==> config.mk <==
export PLATFORM = sky130hd
export DESIGN_NAME = phy_aux_control_register
export DESIGN_NICKNAME = d
export VERILOG_FILES = /design/src/rtl/phy_aux_pkg.sv /design/src/rtl/phy_aux_control_register.sv
export SDC_FILE = /design/constraint.sdc
export NUM_CORES = 1
export LEC_CHECK = 0
export ABC_AREA = 1
export BUFFER_PORTS_ARGS = -buffer_cell sky130_fd_sc_hd__buf_4
export CELL_PAD_IN_SITES_DETAIL_PLACEMENT = 1
export CELL_PAD_IN_SITES_GLOBAL_PLACEMENT = 1
export CORE_MARGIN = 3
export CORE_UTILIZATION = 29
export CTS_CLUSTER_DIAMETER = 120
export DETAILED_ROUTE_END_ITERATION = 12
export GPL_ROUTABILITY_DRIVEN = 0
export PLACE_DENSITY = 0.87
export SYNTH_ARGS = -nofsm -noshare
export SYNTH_HDL_FRONTEND = slang
export SYNTH_SLANG_ARGS = --single-unit
==> constraint.sdc <==
create_clock -name mclk -period 1.33 [get_ports mclk]
set_input_delay 0.1995 -clock mclk [delete_from_list [all_inputs] [get_ports mclk]]
set_output_delay 0.1995 -clock mclk [all_outputs]
set_load 0.1 [all_outputs]
==> src/rtl/phy_aux_pkg.sv <==
// package: register map, field positions, encodings and test clock timing of the aux control block
package phy_aux_pkg;
   // ****************************************************************
   // register indices and byte addresses
   // ****************************************************************
   localparam logic [7:0] LINK_IDX = 8'h11;
   localparam logic [7:0] AUX_IDX = 8'h12;
   localparam logic [7:0] TEST_IDX = 8'h1c;
   localparam logic [7:0] LINK_ADDR = 8'(LINK_IDX * 4);
   localparam logic [7:0] AUX_ADDR = 8'(AUX_IDX * 4);
   localparam logic [7:0] TEST_ADDR = 8'(TEST_IDX * 4);

   // ****************************************************************
   // field positions
   // ****************************************************************
   localparam int AUX_AUTO_MDIX_BIT = 15;
   localparam int AUX_MANUAL_MDIX_BIT = 14;
   localparam int AUX_MACIF_HI = 13;
   localparam int AUX_MACIF_LO = 12;
   localparam int AUX_NONCOMPLIANT_BIT = 9;
   localparam int AUX_INBAND_BIT = 8;
   localparam int AUX_TCLK_EN_BIT = 7;
   localparam int AUX_SYNC_EN_BIT = 6;
   localparam int LINK_XOVER_BIT = 10;
   localparam int LINK_SPEED_HI = 4;
   localparam int LINK_SPEED_LO = 3;
   localparam int LINK_UP_BIT = 2;
   localparam int LINK_DUPLEX_BIT = 1;
   localparam int TEST_MODE_HI = 2;

   // ****************************************************************
   // reset values and test modes
   // ****************************************************************
   localparam logic AUX_INBAND_RST = 1'b0;
   localparam logic AUX_TCLK_EN_RST = 1'b0;
   localparam logic AUX_SYNC_EN_RST = 1'b0;
   localparam logic [2:0] TEST_MODE_RST = 3'h0;
   localparam logic [2:0] TEST_MODE_OFF = 3'h0;
   localparam logic [2:0] TEST_MODE_1 = 3'h1;
   localparam logic [2:0] TEST_MODE_4 = 3'h4;

   // ****************************************************************
   // test clock timing, in mclk cycles
   // ****************************************************************
   localparam int TCLK_PERIOD_CYCLES = 2;
   localparam int SYNC_DIV_MODE1 = 4;
   localparam int SYNC_DIV_MODE4 = 6;
   localparam logic [3:0] SYNC_HALF_MODE1 = 4'(SYNC_DIV_MODE1 * TCLK_PERIOD_CYCLES / 2);
   localparam logic [3:0] SYNC_HALF_MODE4 = 4'(SYNC_DIV_MODE4 * TCLK_PERIOD_CYCLES / 2);

   // mac interface selection as driven out
   typedef enum logic [1:0] {
      MACIF_GMII = 2'b00,
      MACIF_RGMII_B = 2'b10,
      MACIF_RGMII_A = 2'b11
   } macif_t;

   // bus transfer phase
   typedef enum logic [1:0] {
      BUS_IDLE = 2'b00,
      BUS_WRITE = 2'b01,
      BUS_READ = 2'b10
   } bus_state_t;
endpackage

==> src/rtl/phy_aux_control_register.sv <==
// auxiliary control register bank of a tri-speed phy, with ahb-lite register access
//
// Behaviour
// - With automatic crossover and auto-negotiation on, the pair mapping follows the detected swap and bit 14 is ignored.
// - With auto-negotiation off, the automatic field is ignored and bit 14 applies.
// - In manual operation bit 14 at 1 swaps channels A and B, at 0 keeps them straight.
// - Bits 13:12 pick the mac interface: 11 first rgmii variant, 10 second, 01 and 00 gmii.
// - Bit 9 at 1 admits non-compliant gigabit partners as well, at 0 compliant ones only.
// - Bits 11:10 are reserved, read as zero and ignore whatever is written.
// - In-band status puts link, speed and duplex onto the receive nibble between frames.
// - In-band status has no effect while bit 13 is zero, that is with gmii selected.
// - The test transmit clock is driven in test modes only when bit 7 is set.
// - Bit 6 gates the test sync clock and test trigger outputs in test modes.
// - Sync clock and trigger appear only in test modes 1 and 4.
// - The sync clock is the test transmit clock divided by 4 in mode 1 and by 6 in mode 4.
// - The link status crossover bit reports the mapping in use, 1 crossed and 0 straight.
//
// Our own choice: register access over AHB-Lite.
`timescale 1ns/1ns
`default_nettype none
module phy_aux_control_register
   import phy_aux_pkg::*;
(
   input wire logic mclk,
   input wire logic rst_b,
   input wire logic ce,
   input wire logic hsel,
   input wire logic [31:0] haddr,
   input wire logic [1:0] htrans,
   input wire logic hwrite,
   input wire logic [2:0] hsize,
   input wire logic [31:0] hwdata,
   input wire logic hready,
   output logic [31:0] hrdata,
   output logic hreadyout,
   output logic hresp,
   input wire logic strapAutoMdix,
   input wire logic strapManualMdix,
   input wire logic [1:0] strapMacIf,
   input wire logic strapNonCompliant,
   input wire logic autonegOn,
   input wire logic swapDetected,
   input wire logic linkUp,
   input wire logic [1:0] linkSpeed,
   input wire logic fullDuplex,
   input wire logic rxFrameActive,
   input wire logic [3:0] rxdIn,
   output logic [3:0] rxdOut,
   output logic mdixCross,
   output macif_t macIfSel,
   output logic nonCompliantEn,
   output logic testTxClkOut,
   output logic testSyncClkOut,
   output logic testTriggerOut
);
   // ****************************************************************
   // declarations
   // ****************************************************************
   bus_state_t busState_reg;
   logic [7:0] addr_reg;
   logic acceptAddr;
   logic [31:0] readData;
   logic strapDone_reg;
   logic autoMdix_reg;
   logic manualMdix_reg;
   logic [1:0] macIf_reg;
   logic nonCompliant_reg;
   logic inBand_reg;
   logic tclkEn_reg;
   logic syncEn_reg;
   logic [2:0] testMode_reg;
   logic xoverNext;
   logic inTestMode;
   logic syncActive;
   logic [3:0] syncHalf;
   logic [3:0] syncCnt_reg;
   logic writeAux;
   logic writeTest;

   // ****************************************************************
   // ahb-lite slave
   // ****************************************************************
   // only nonseq and seq start a transfer; idle and busy pass untouched
   assign acceptAddr = hsel && hready && htrans[1];
   assign writeAux = (busState_reg == BUS_WRITE) && (addr_reg == AUX_ADDR);
   assign writeTest = (busState_reg == BUS_WRITE) && (addr_reg == TEST_ADDR);

   // transfer phase tracking; reads take one wait state so hrdata comes from a flop
   always_ff @(posedge mclk or negedge rst_b) begin
      if (!rst_b) begin
         busState_reg <= BUS_IDLE;
         addr_reg <= 8'h00;
         hreadyout <= 1'b1;
      end else if (ce) begin
         if (busState_reg == BUS_READ) begin
            busState_reg <= BUS_IDLE;
            hreadyout <= 1'b1;
         end else if (acceptAddr) begin
            addr_reg <= haddr[7:0];
            busState_reg <= hwrite ? BUS_WRITE : BUS_READ;
            hreadyout <= hwrite;
         end else begin
            busState_reg <= BUS_IDLE;
         end
      end
   end

   // responses are always okay; unmapped reads give zero
   always_ff @(posedge mclk or negedge rst_b) begin
      if (!rst_b) begin
         hresp <= 1'b0;
      end else if (ce) begin
         hresp <= 1'b0;
      end
   end

   // read mux; reserved and unused bits return zero
   always_comb begin
      readData = 32'h0000_0000;
      unique case (addr_reg)
         AUX_ADDR: begin
            readData[AUX_AUTO_MDIX_BIT] = autoMdix_reg;
            readData[AUX_MANUAL_MDIX_BIT] = manualMdix_reg;
            readData[AUX_MACIF_HI:AUX_MACIF_LO] = macIf_reg;
            readData[AUX_NONCOMPLIANT_BIT] = nonCompliant_reg;
            readData[AUX_INBAND_BIT] = inBand_reg;
            readData[AUX_TCLK_EN_BIT] = tclkEn_reg;
            readData[AUX_SYNC_EN_BIT] = syncEn_reg;
         end
         LINK_ADDR: begin
            readData[LINK_XOVER_BIT] = mdixCross;
            readData[LINK_SPEED_HI:LINK_SPEED_LO] = linkSpeed;
            readData[LINK_UP_BIT] = linkUp;
            readData[LINK_DUPLEX_BIT] = fullDuplex;
         end
         TEST_ADDR: begin
            readData[TEST_MODE_HI:0] = testMode_reg;
         end
         default: begin
            readData = 32'h0000_0000;
         end
      endcase
   end

   // read data captured in the wait cycle, after any write just committed
   always_ff @(posedge mclk or negedge rst_b) begin
      if (!rst_b) begin
         hrdata <= 32'h0000_0000;
      end else if (ce && busState_reg == BUS_READ) begin
         hrdata <= readData;
      end
   end

   // ****************************************************************
   // control fields
   // ****************************************************************
   // straps caught on the first enabled edge after release
   always_ff @(posedge mclk or negedge rst_b) begin
      if (!rst_b) begin
         strapDone_reg <= 1'b0;
         autoMdix_reg <= 1'b0;
         manualMdix_reg <= 1'b0;
         macIf_reg <= 2'b00;
         nonCompliant_reg <= 1'b0;
      end else if (ce) begin
         if (!strapDone_reg) begin
            strapDone_reg <= 1'b1;
            autoMdix_reg <= strapAutoMdix;
            manualMdix_reg <= strapManualMdix;
            macIf_reg <= strapMacIf;
            nonCompliant_reg <= strapNonCompliant;
         end else if (writeAux) begin
            autoMdix_reg <= hwdata[AUX_AUTO_MDIX_BIT];
            manualMdix_reg <= hwdata[AUX_MANUAL_MDIX_BIT];
            macIf_reg <= hwdata[AUX_MACIF_HI:AUX_MACIF_LO];
            nonCompliant_reg <= hwdata[AUX_NONCOMPLIANT_BIT];
         end
      end
   end

   // reserved bits have no storage; writes there are dropped
   always_ff @(posedge mclk or negedge rst_b) begin
      if (!rst_b) begin
         inBand_reg <= AUX_INBAND_RST;
         tclkEn_reg <= AUX_TCLK_EN_RST;
         syncEn_reg <= AUX_SYNC_EN_RST;
      end else if (ce && writeAux) begin
         inBand_reg <= hwdata[AUX_INBAND_BIT];
         tclkEn_reg <= hwdata[AUX_TCLK_EN_BIT];
         syncEn_reg <= hwdata[AUX_SYNC_EN_BIT];
      end
   end

   // test mode select, kept beside the aux bank
   always_ff @(posedge mclk or negedge rst_b) begin
      if (!rst_b) begin
         testMode_reg <= TEST_MODE_RST;
      end else if (ce && writeTest) begin
         testMode_reg <= hwdata[TEST_MODE_HI:0];
      end
   end

   // ****************************************************************
   // crossover, interface and compliance outputs
   // ****************************************************************
   // auto mode trusts the detector
   // without autoneg the manual bit rules
   always_comb begin
      if (autonegOn && autoMdix_reg) begin
         xoverNext = swapDetected;
      end else begin
         xoverNext = manualMdix_reg;
      end
   end

   // 1 swaps pairs a and b
   always_ff @(posedge mclk or negedge rst_b) begin
      if (!rst_b) begin
         mdixCross <= 1'b0;
         nonCompliantEn <= 1'b0;
      end else if (ce) begin
         mdixCross <= xoverNext;
         nonCompliantEn <= nonCompliant_reg;
      end
   end

   // interface decode; 01 folds into gmii
   always_ff @(posedge mclk or negedge rst_b) begin
      if (!rst_b) begin
         macIfSel <= MACIF_GMII;
      end else if (ce) begin
         unique case (macIf_reg)
            2'b11: macIfSel <= MACIF_RGMII_A;
            2'b10: macIfSel <= MACIF_RGMII_B;
            2'b01: macIfSel <= MACIF_GMII;
            2'b00: macIfSel <= MACIF_GMII;
         endcase
      end
   end

   always_ff @(posedge mclk or negedge rst_b) begin
      if (!rst_b) begin
         rxdOut <= 4'h0;
      end else if (ce) begin
         if (inBand_reg && macIf_reg[1] && !rxFrameActive) begin
            rxdOut <= {fullDuplex, linkSpeed, linkUp};
         end else begin
            rxdOut <= rxdIn;
         end
      end
   end

   // ****************************************************************
   // gigabit test mode clocks
   // ****************************************************************
   assign inTestMode = (testMode_reg != TEST_MODE_OFF);
   // only modes 1 and 4 carry sync and trigger
   assign syncActive = syncEn_reg && (testMode_reg == TEST_MODE_1 || testMode_reg == TEST_MODE_4);
   assign syncHalf = (testMode_reg == TEST_MODE_4) ? SYNC_HALF_MODE4 : SYNC_HALF_MODE1;

   // tx test clock toggles only when enabled in a test mode
   always_ff @(posedge mclk or negedge rst_b) begin
      if (!rst_b) begin
         testTxClkOut <= 1'b0;
      end else if (ce) begin
         testTxClkOut <= (tclkEn_reg && inTestMode) ? !testTxClkOut : 1'b0;
      end
   end

   // sync and trigger held low unless enabled
   // trigger is one cycle at each sync rise, simplest edge a scope can key on
   always_ff @(posedge mclk or negedge rst_b) begin
      if (!rst_b) begin
         syncCnt_reg <= 4'h0;
         testSyncClkOut <= 1'b0;
         testTriggerOut <= 1'b0;
      end else if (ce) begin
         if (!syncActive) begin
            syncCnt_reg <= 4'h0;
            testSyncClkOut <= 1'b0;
            testTriggerOut <= 1'b0;
         end else if (syncCnt_reg >= syncHalf - 4'h1) begin
            syncCnt_reg <= 4'h0;
            testSyncClkOut <= !testSyncClkOut;
            testTriggerOut <= !testSyncClkOut;
         end else begin
            syncCnt_reg <= syncCnt_reg + 4'h1;
            testTriggerOut <= 1'b0;
         end
      end
   end
endmodule
`default_nettype wire

# Yosys cells after proc, flatten, opt, wreduce, memory -nomap -nowiden
# Index checks and enable logic that the tools add are counted.
[op_classes] n_addsub=2 magnitude_cmp=1 eq_ne=12 n_mux=30 n_bitwise=1 n_reduce_logical=24
[ops] op="8-bit by 7-bit equality test with 1-bit output (second input constant)" count=3
[ops] op="4-bit two-way mux" count=5
[ops] op="1-bit two-way mux" count=16
[ops] op="2-bit two-way mux" count=7
[ops] op="1-bit logical AND" count=12
[ops] op="2-bit equality test (second input constant)" count=3
[ops] op="2-bit case mux with 3 select lines" count=1
[ops] op="2-bit AND reduction" count=3
[ops] op="4-bit by 1-bit adder with 4-bit output (second input constant)" count=1
[ops] op="2-bit by 1-bit equality test with 1-bit output (second input constant)" count=2
[ops] op="4-bit greater-or-equal comparator" count=1
[ops] op="2-bit by 1-bit inequality test with 1-bit output (second input constant)" count=2
[ops] op="2-bit case mux with 2 select lines" count=1
[ops] op="3-bit by 1-bit subtractor with 4-bit output (second input constant)" count=1
[ops] op="3-bit by 1-bit equality test with 1-bit output (second input constant)" count=1
[ops] op="3-bit equality test (second input constant)" count=1
[ops] op="1-bit zero test" count=3
[ops] op="3-bit AND reduction" count=1
[ops] op="3-bit nonzero test" count=1
[ops] op="2-bit zero test" count=1
[ops] op="2-bit nonzero test" count=1
[ops] op="2-bit OR reduction" count=1
[ops] op="1-bit logical OR" count=1
[ops] op="1-bit NOT" count=1
[word_totals] ff_bits=52 in_bits=91 output_inout_bits=45 word_cells=91

# Depth between registers and ports, before layout
[depth] word_depth=6 mapped_depth=11

# Worst setup path after synthesis
# Ideal clock, no wire load.
[synth_path] kind="register to register" start="reg testMode_reg[1]" end="reg testSyncClkOut" arrival_time_ns=1.356 required_time_ns=1.263 slack_ns=-0.093 stages_incl_launch_ff=12 path_buffers=0 path_cell_list="dfrtp_1 > nor2_1 > nand2_1 > inv_1 > ha_1 > nand2_1 > nand2_1 > nand2_1 > nand2_1 > o21bai_1 > nand2_1 > nand2_1"
[synth_via] elab_chain_cells=6 word_cells_on_any_way=10
[synth_lines] element="start: declaration" line="phy_aux_control_register.sv:71" text="logic [2:0] testMode_reg;"
[synth_lines] element="start signal: assignment" line="phy_aux_control_register.sv:199" text="testMode_reg <= hwdata[TEST_MODE_HI:0];"
[synth_lines] element="3-bit equality test" line="phy_aux_control_register.sv:258, phy_aux_control_register.sv:259"
[synth_lines] element="2-bit two-way mux" line="phy_aux_control_register.sv:259" text="assign syncHalf = (testMode_reg == TEST_MODE_4) ? SYNC_HALF_MODE4 : SYNC_HALF_MODE1;"
[synth_lines] element="3-bit by 1-bit subtractor with 4-bit output" line="phy_aux_control_register.sv:282" text="end else if (syncCnt_reg >= syncHalf - 4'h1) begin"
[synth_lines] element="4-bit greater-or-equal comparator" line="phy_aux_control_register.sv:282"
[synth_lines] element="2-bit by 1-bit inequality test with 1-bit output (no line)"
[synth_lines] element="2-bit AND reduction (no line)"
[synth_lines] element="end signal: assignment" line="phy_aux_control_register.sv:284" text="testSyncClkOut <= !testSyncClkOut;"
[synth_lines] element="end: declaration" line="phy_aux_control_register.sv:53" text="output logic testSyncClkOut,"
# Parallel ways exist; a longest one is shown, timed or not.
# A chain may end at the register's enable or synchronous reset.

# Final worst setup path
[layout_path] start="reg testMode_reg[1]" end="reg syncCnt_reg[2]"
[layout_via] elab_chain_cells=6 word_cells_on_any_way=9
[layout_lines] element="3-bit equality test" line="phy_aux_control_register.sv:258, phy_aux_control_register.sv:259"
[layout_lines] element="2-bit two-way mux" line="phy_aux_control_register.sv:259"
[layout_lines] element="3-bit by 1-bit subtractor with 4-bit output" line="phy_aux_control_register.sv:282"
[layout_lines] element="4-bit greater-or-equal comparator" line="phy_aux_control_register.sv:282"
[layout_lines] element="4-bit two-way mux" line="phy_aux_control_register.sv:282"
[layout_lines] element="4-bit two-way mux (*)" line="phy_aux_control_register.sv:278" text="if (!syncActive) begin"
[layout_lines] element="end signal: assignment" line="phy_aux_control_register.sv:287" text="syncCnt_reg <= syncCnt_reg + 4'h1;"
[layout_lines] element="end: declaration" line="phy_aux_control_register.sv:76" text="logic [3:0] syncCnt_reg;"
# Every way passes the cells marked *; elsewhere a longest branch is shown, timed or not.

==> flow_summary.toml <==
[finish]
seq_area_mm2 = 0.00130
finalInstanceArea_mm2 = 0.00371
diodes = 0
layout-drive-gt1-share_pct = 41.1
largest_reg_flops = 14
final_cell_mix = "98 x buf_4, 96 x nand2_1, 50 x dfrtp_1, 19 x nor2_1, 19 x conb_1"
multi_input_area_mm2 = 0.00127
final_common_cell = "buf_4"
fin_nets = 511
fillers = 1075
final_cells = 526
fin_util_pct = 42.3
area_growth_pct = 41.5

[drt]
vias = 2388
initialDrtViolationCount = 46
via_per_inst = 4.54
ant_nets = 0
first_pass_iters = 4
drc = 0
wl_um = 7730
wire_per_inst_um = 14.7

[cts]
clk_pin_slew_ns = 0.09
cts_buffers = 5
cts_buffer_depth = 2
cts_num_sinks = 52
root_buffer = "clkbuf_8"
h-tree-depth = 2
cts_tree = "yes"
insertion_delay_ns = 0.30

[power]
ir_worst_vdd_mv = 0.571
switchingPower_w = 0.00143
power.internal_w = 0.00243
sequentialPowerShare_pct = 45.4
power_leakage_nw = 1.99
switching_share_pct = 37.1
p_comb_share_pct = 30.5
clkPwrFrac_pct = 24.1
powerDensity_mw_per_mm2 = 1040

[worst_setup_path]
ff2ff_setup_slack_ns = -0.21
worstSetupEndpointType = "flop"
worstSetupPathType = "flop to flop"
critical_path.startpoint = "testMode_reg[1]"
worstPathRequired_ns = 1.57
rr_startpoint = "testMode_reg[1]"
arrival_ns = 1.79
crit_fanout = 4
setup.worst_path.start_class = "flop"

[floorplan]
die_w_um = 101
die_area_mm2 = 0.0102
fp-row-count = 34
io-pin-count = 136
floorplan.initialDensity_pct = 29.9
die_y_um = 101
core_mm2 = 0.00876

[synthesis]
synthCells = 311
synth_area_leaders = "dfrtp_1 49%, nand2_1 15%, buf_4 5.4%, nor2_1 3.6%, nand3_1 3.4%"
ys_seq_area_share_pct = 49.7
ys_ff_latch = 52
ys_warn_count = 0
yosysTopAreaCell = "dfrtp_1"
synth.distinct_cells = 32
syn_area_per_cell_um2 = 8.43
synth_area_mm2 = 0.00262
synthDominantCellAreaShare_pct = 48.7

[run_status]
violations = "negative setup slack"
outcome = "finished with violations"

[grt]
grt_pass1_vias = 2423
grt_use_total_pct = 14.5
grt_max_degree = 28
grt_pass1_wl_um = 11700
overflow = 0
antenna_found_initial = 0

[sta]
clock_skew_ns = 0.00853
setup_ws_ns = -0.212
setup-violations-final = 6
timing.final.crit_period_ns = 1.54
final_max_slew_viol_count = 0
clock.fmax_ghz = 0.649
final.period_utilization_pct = 116
rsz0062_at_grt = "true"
fin_tns_setup_ns = -1.01
hold_violations = 0

[run]
drv_cap = 0

[placement]
dpl_cell_area_mm2 = 0.00331
dp_cells = 499
port_buffers = 67
dp_hpwl_um = 5670
post-place-ws_ns = -0.226

[min_path]
hp-class = "input pin to flop"
min_from = "hwrite"
==> cell usage after synthesis <==
library cell  count
nor2_1           25
nor2_8            1
o21ai_1           3
inv_4             2
nand2_2           5
a21oi_1           4
nand2_4           1
nand3_1          18
o21bai_1          1
buf_1             1
inv_1            24
dfrtp_1          51
o22ai_2           1
nand2_8           1
nor2_2            1
xor2_1            1
nor3_1            2
ha_1              3
nand3_4           1
nand2_1         107
o31ai_2           1
conb_1            1
buf_6             2
buf_4            19
and2_1            2
o21ai_2           4
clkbuf_1          1
nor2_4            3
dfstp_2           1
a21oi_2           7
o21ai_0          15
inv_2             2
==> layout make-up <==
type                       instances  share of cell area, %
clock buffer                       8                   2.43
inverter                          28                   2.97
multi-input combinational        228                   34.3
sequential                        52                   35.1
tap                              108                   3.64
timing repair buffer             102                   21.6
==> per-stage QoR <==
step	total power, W	hold WS (ns)
after detailed placement	0.00285	0.141
after global placement	0.00282	0.131
final	0.00386	0.101
after floorplan	0.00255	-0.0961
after global routing	0.00403	0.0856
after CTS	0.00380	0.0862
==> power by group through the flow <==
stage	sequential [W]	combinational [W]	clock, W
2_1_floorplan	0.00208	0.000466	0
3_3_place_gp	0.00176	0.00105	0
3_5_place_dp	0.00177	0.00108	0
4_1_cts	0.00174	0.00109	0.000965
5_1_grt	0.00176	0.00125	0.00103
6_report	0.00175	0.00118	0.000930
==> logic make-up after synthesis <==
group                    count (synthesis)  share of synthesized area, %
AND/OR/NAND/NOR                        167                          28.5
buffers and inverters                   51                          10.8
AO/OA/AOI/OAI                           36                          9.11
flip-flops                              52                          49.7
adder cells (fa/ha/maj)                  3                          1.43
other                                    1                         0.143
XOR/XNOR                                 1                         0.334
==> routing by layer <==
metal  wire, um  vias up  global-route usage [%]
met5          0        -                       0
met4        138        0                    3.48
met3        303       11                    2.70
met2       3970       50                    25.8
met1       3310     1173                    18.1
li1           -     1154                       -
==> final timing paths <==
path,endpoint,depth (start not counted)
worst min register to register,hrdata[6],2
worst max register to register,syncCnt_reg[2],10
worst min-delay path,busState_reg[1],2
min in group asynchronous,hrdata[7],2
max in group asynchronous,hreadyout,3
worst max-delay path,syncCnt_reg[2],10
==> critical path: stages (launching register included) <==
cell and delay, ns:
dfrtp_1 0.40, nor2_2 0.15, nand2_2 0.09, inv_2 0.07
ha_4 0.19, nand2_2 0.05, nand2_1 0.06, nand2_1 0.08
nand2_2 0.07, o21bai_1 0.17, and2_1 0.16
==> repair_timing <==
item                                    4_1_cts  5_1_grt
endpoints found under the hold margin        25        0
buffers inserted                              1       15
pin swaps                                     0       18
endpoints found under the setup margin       25       33
gates cloned                                  0        2
resized for setup                             5       38
hold buffers                                  1        0
No activity file was read; power rests on OpenSTA's default activity.
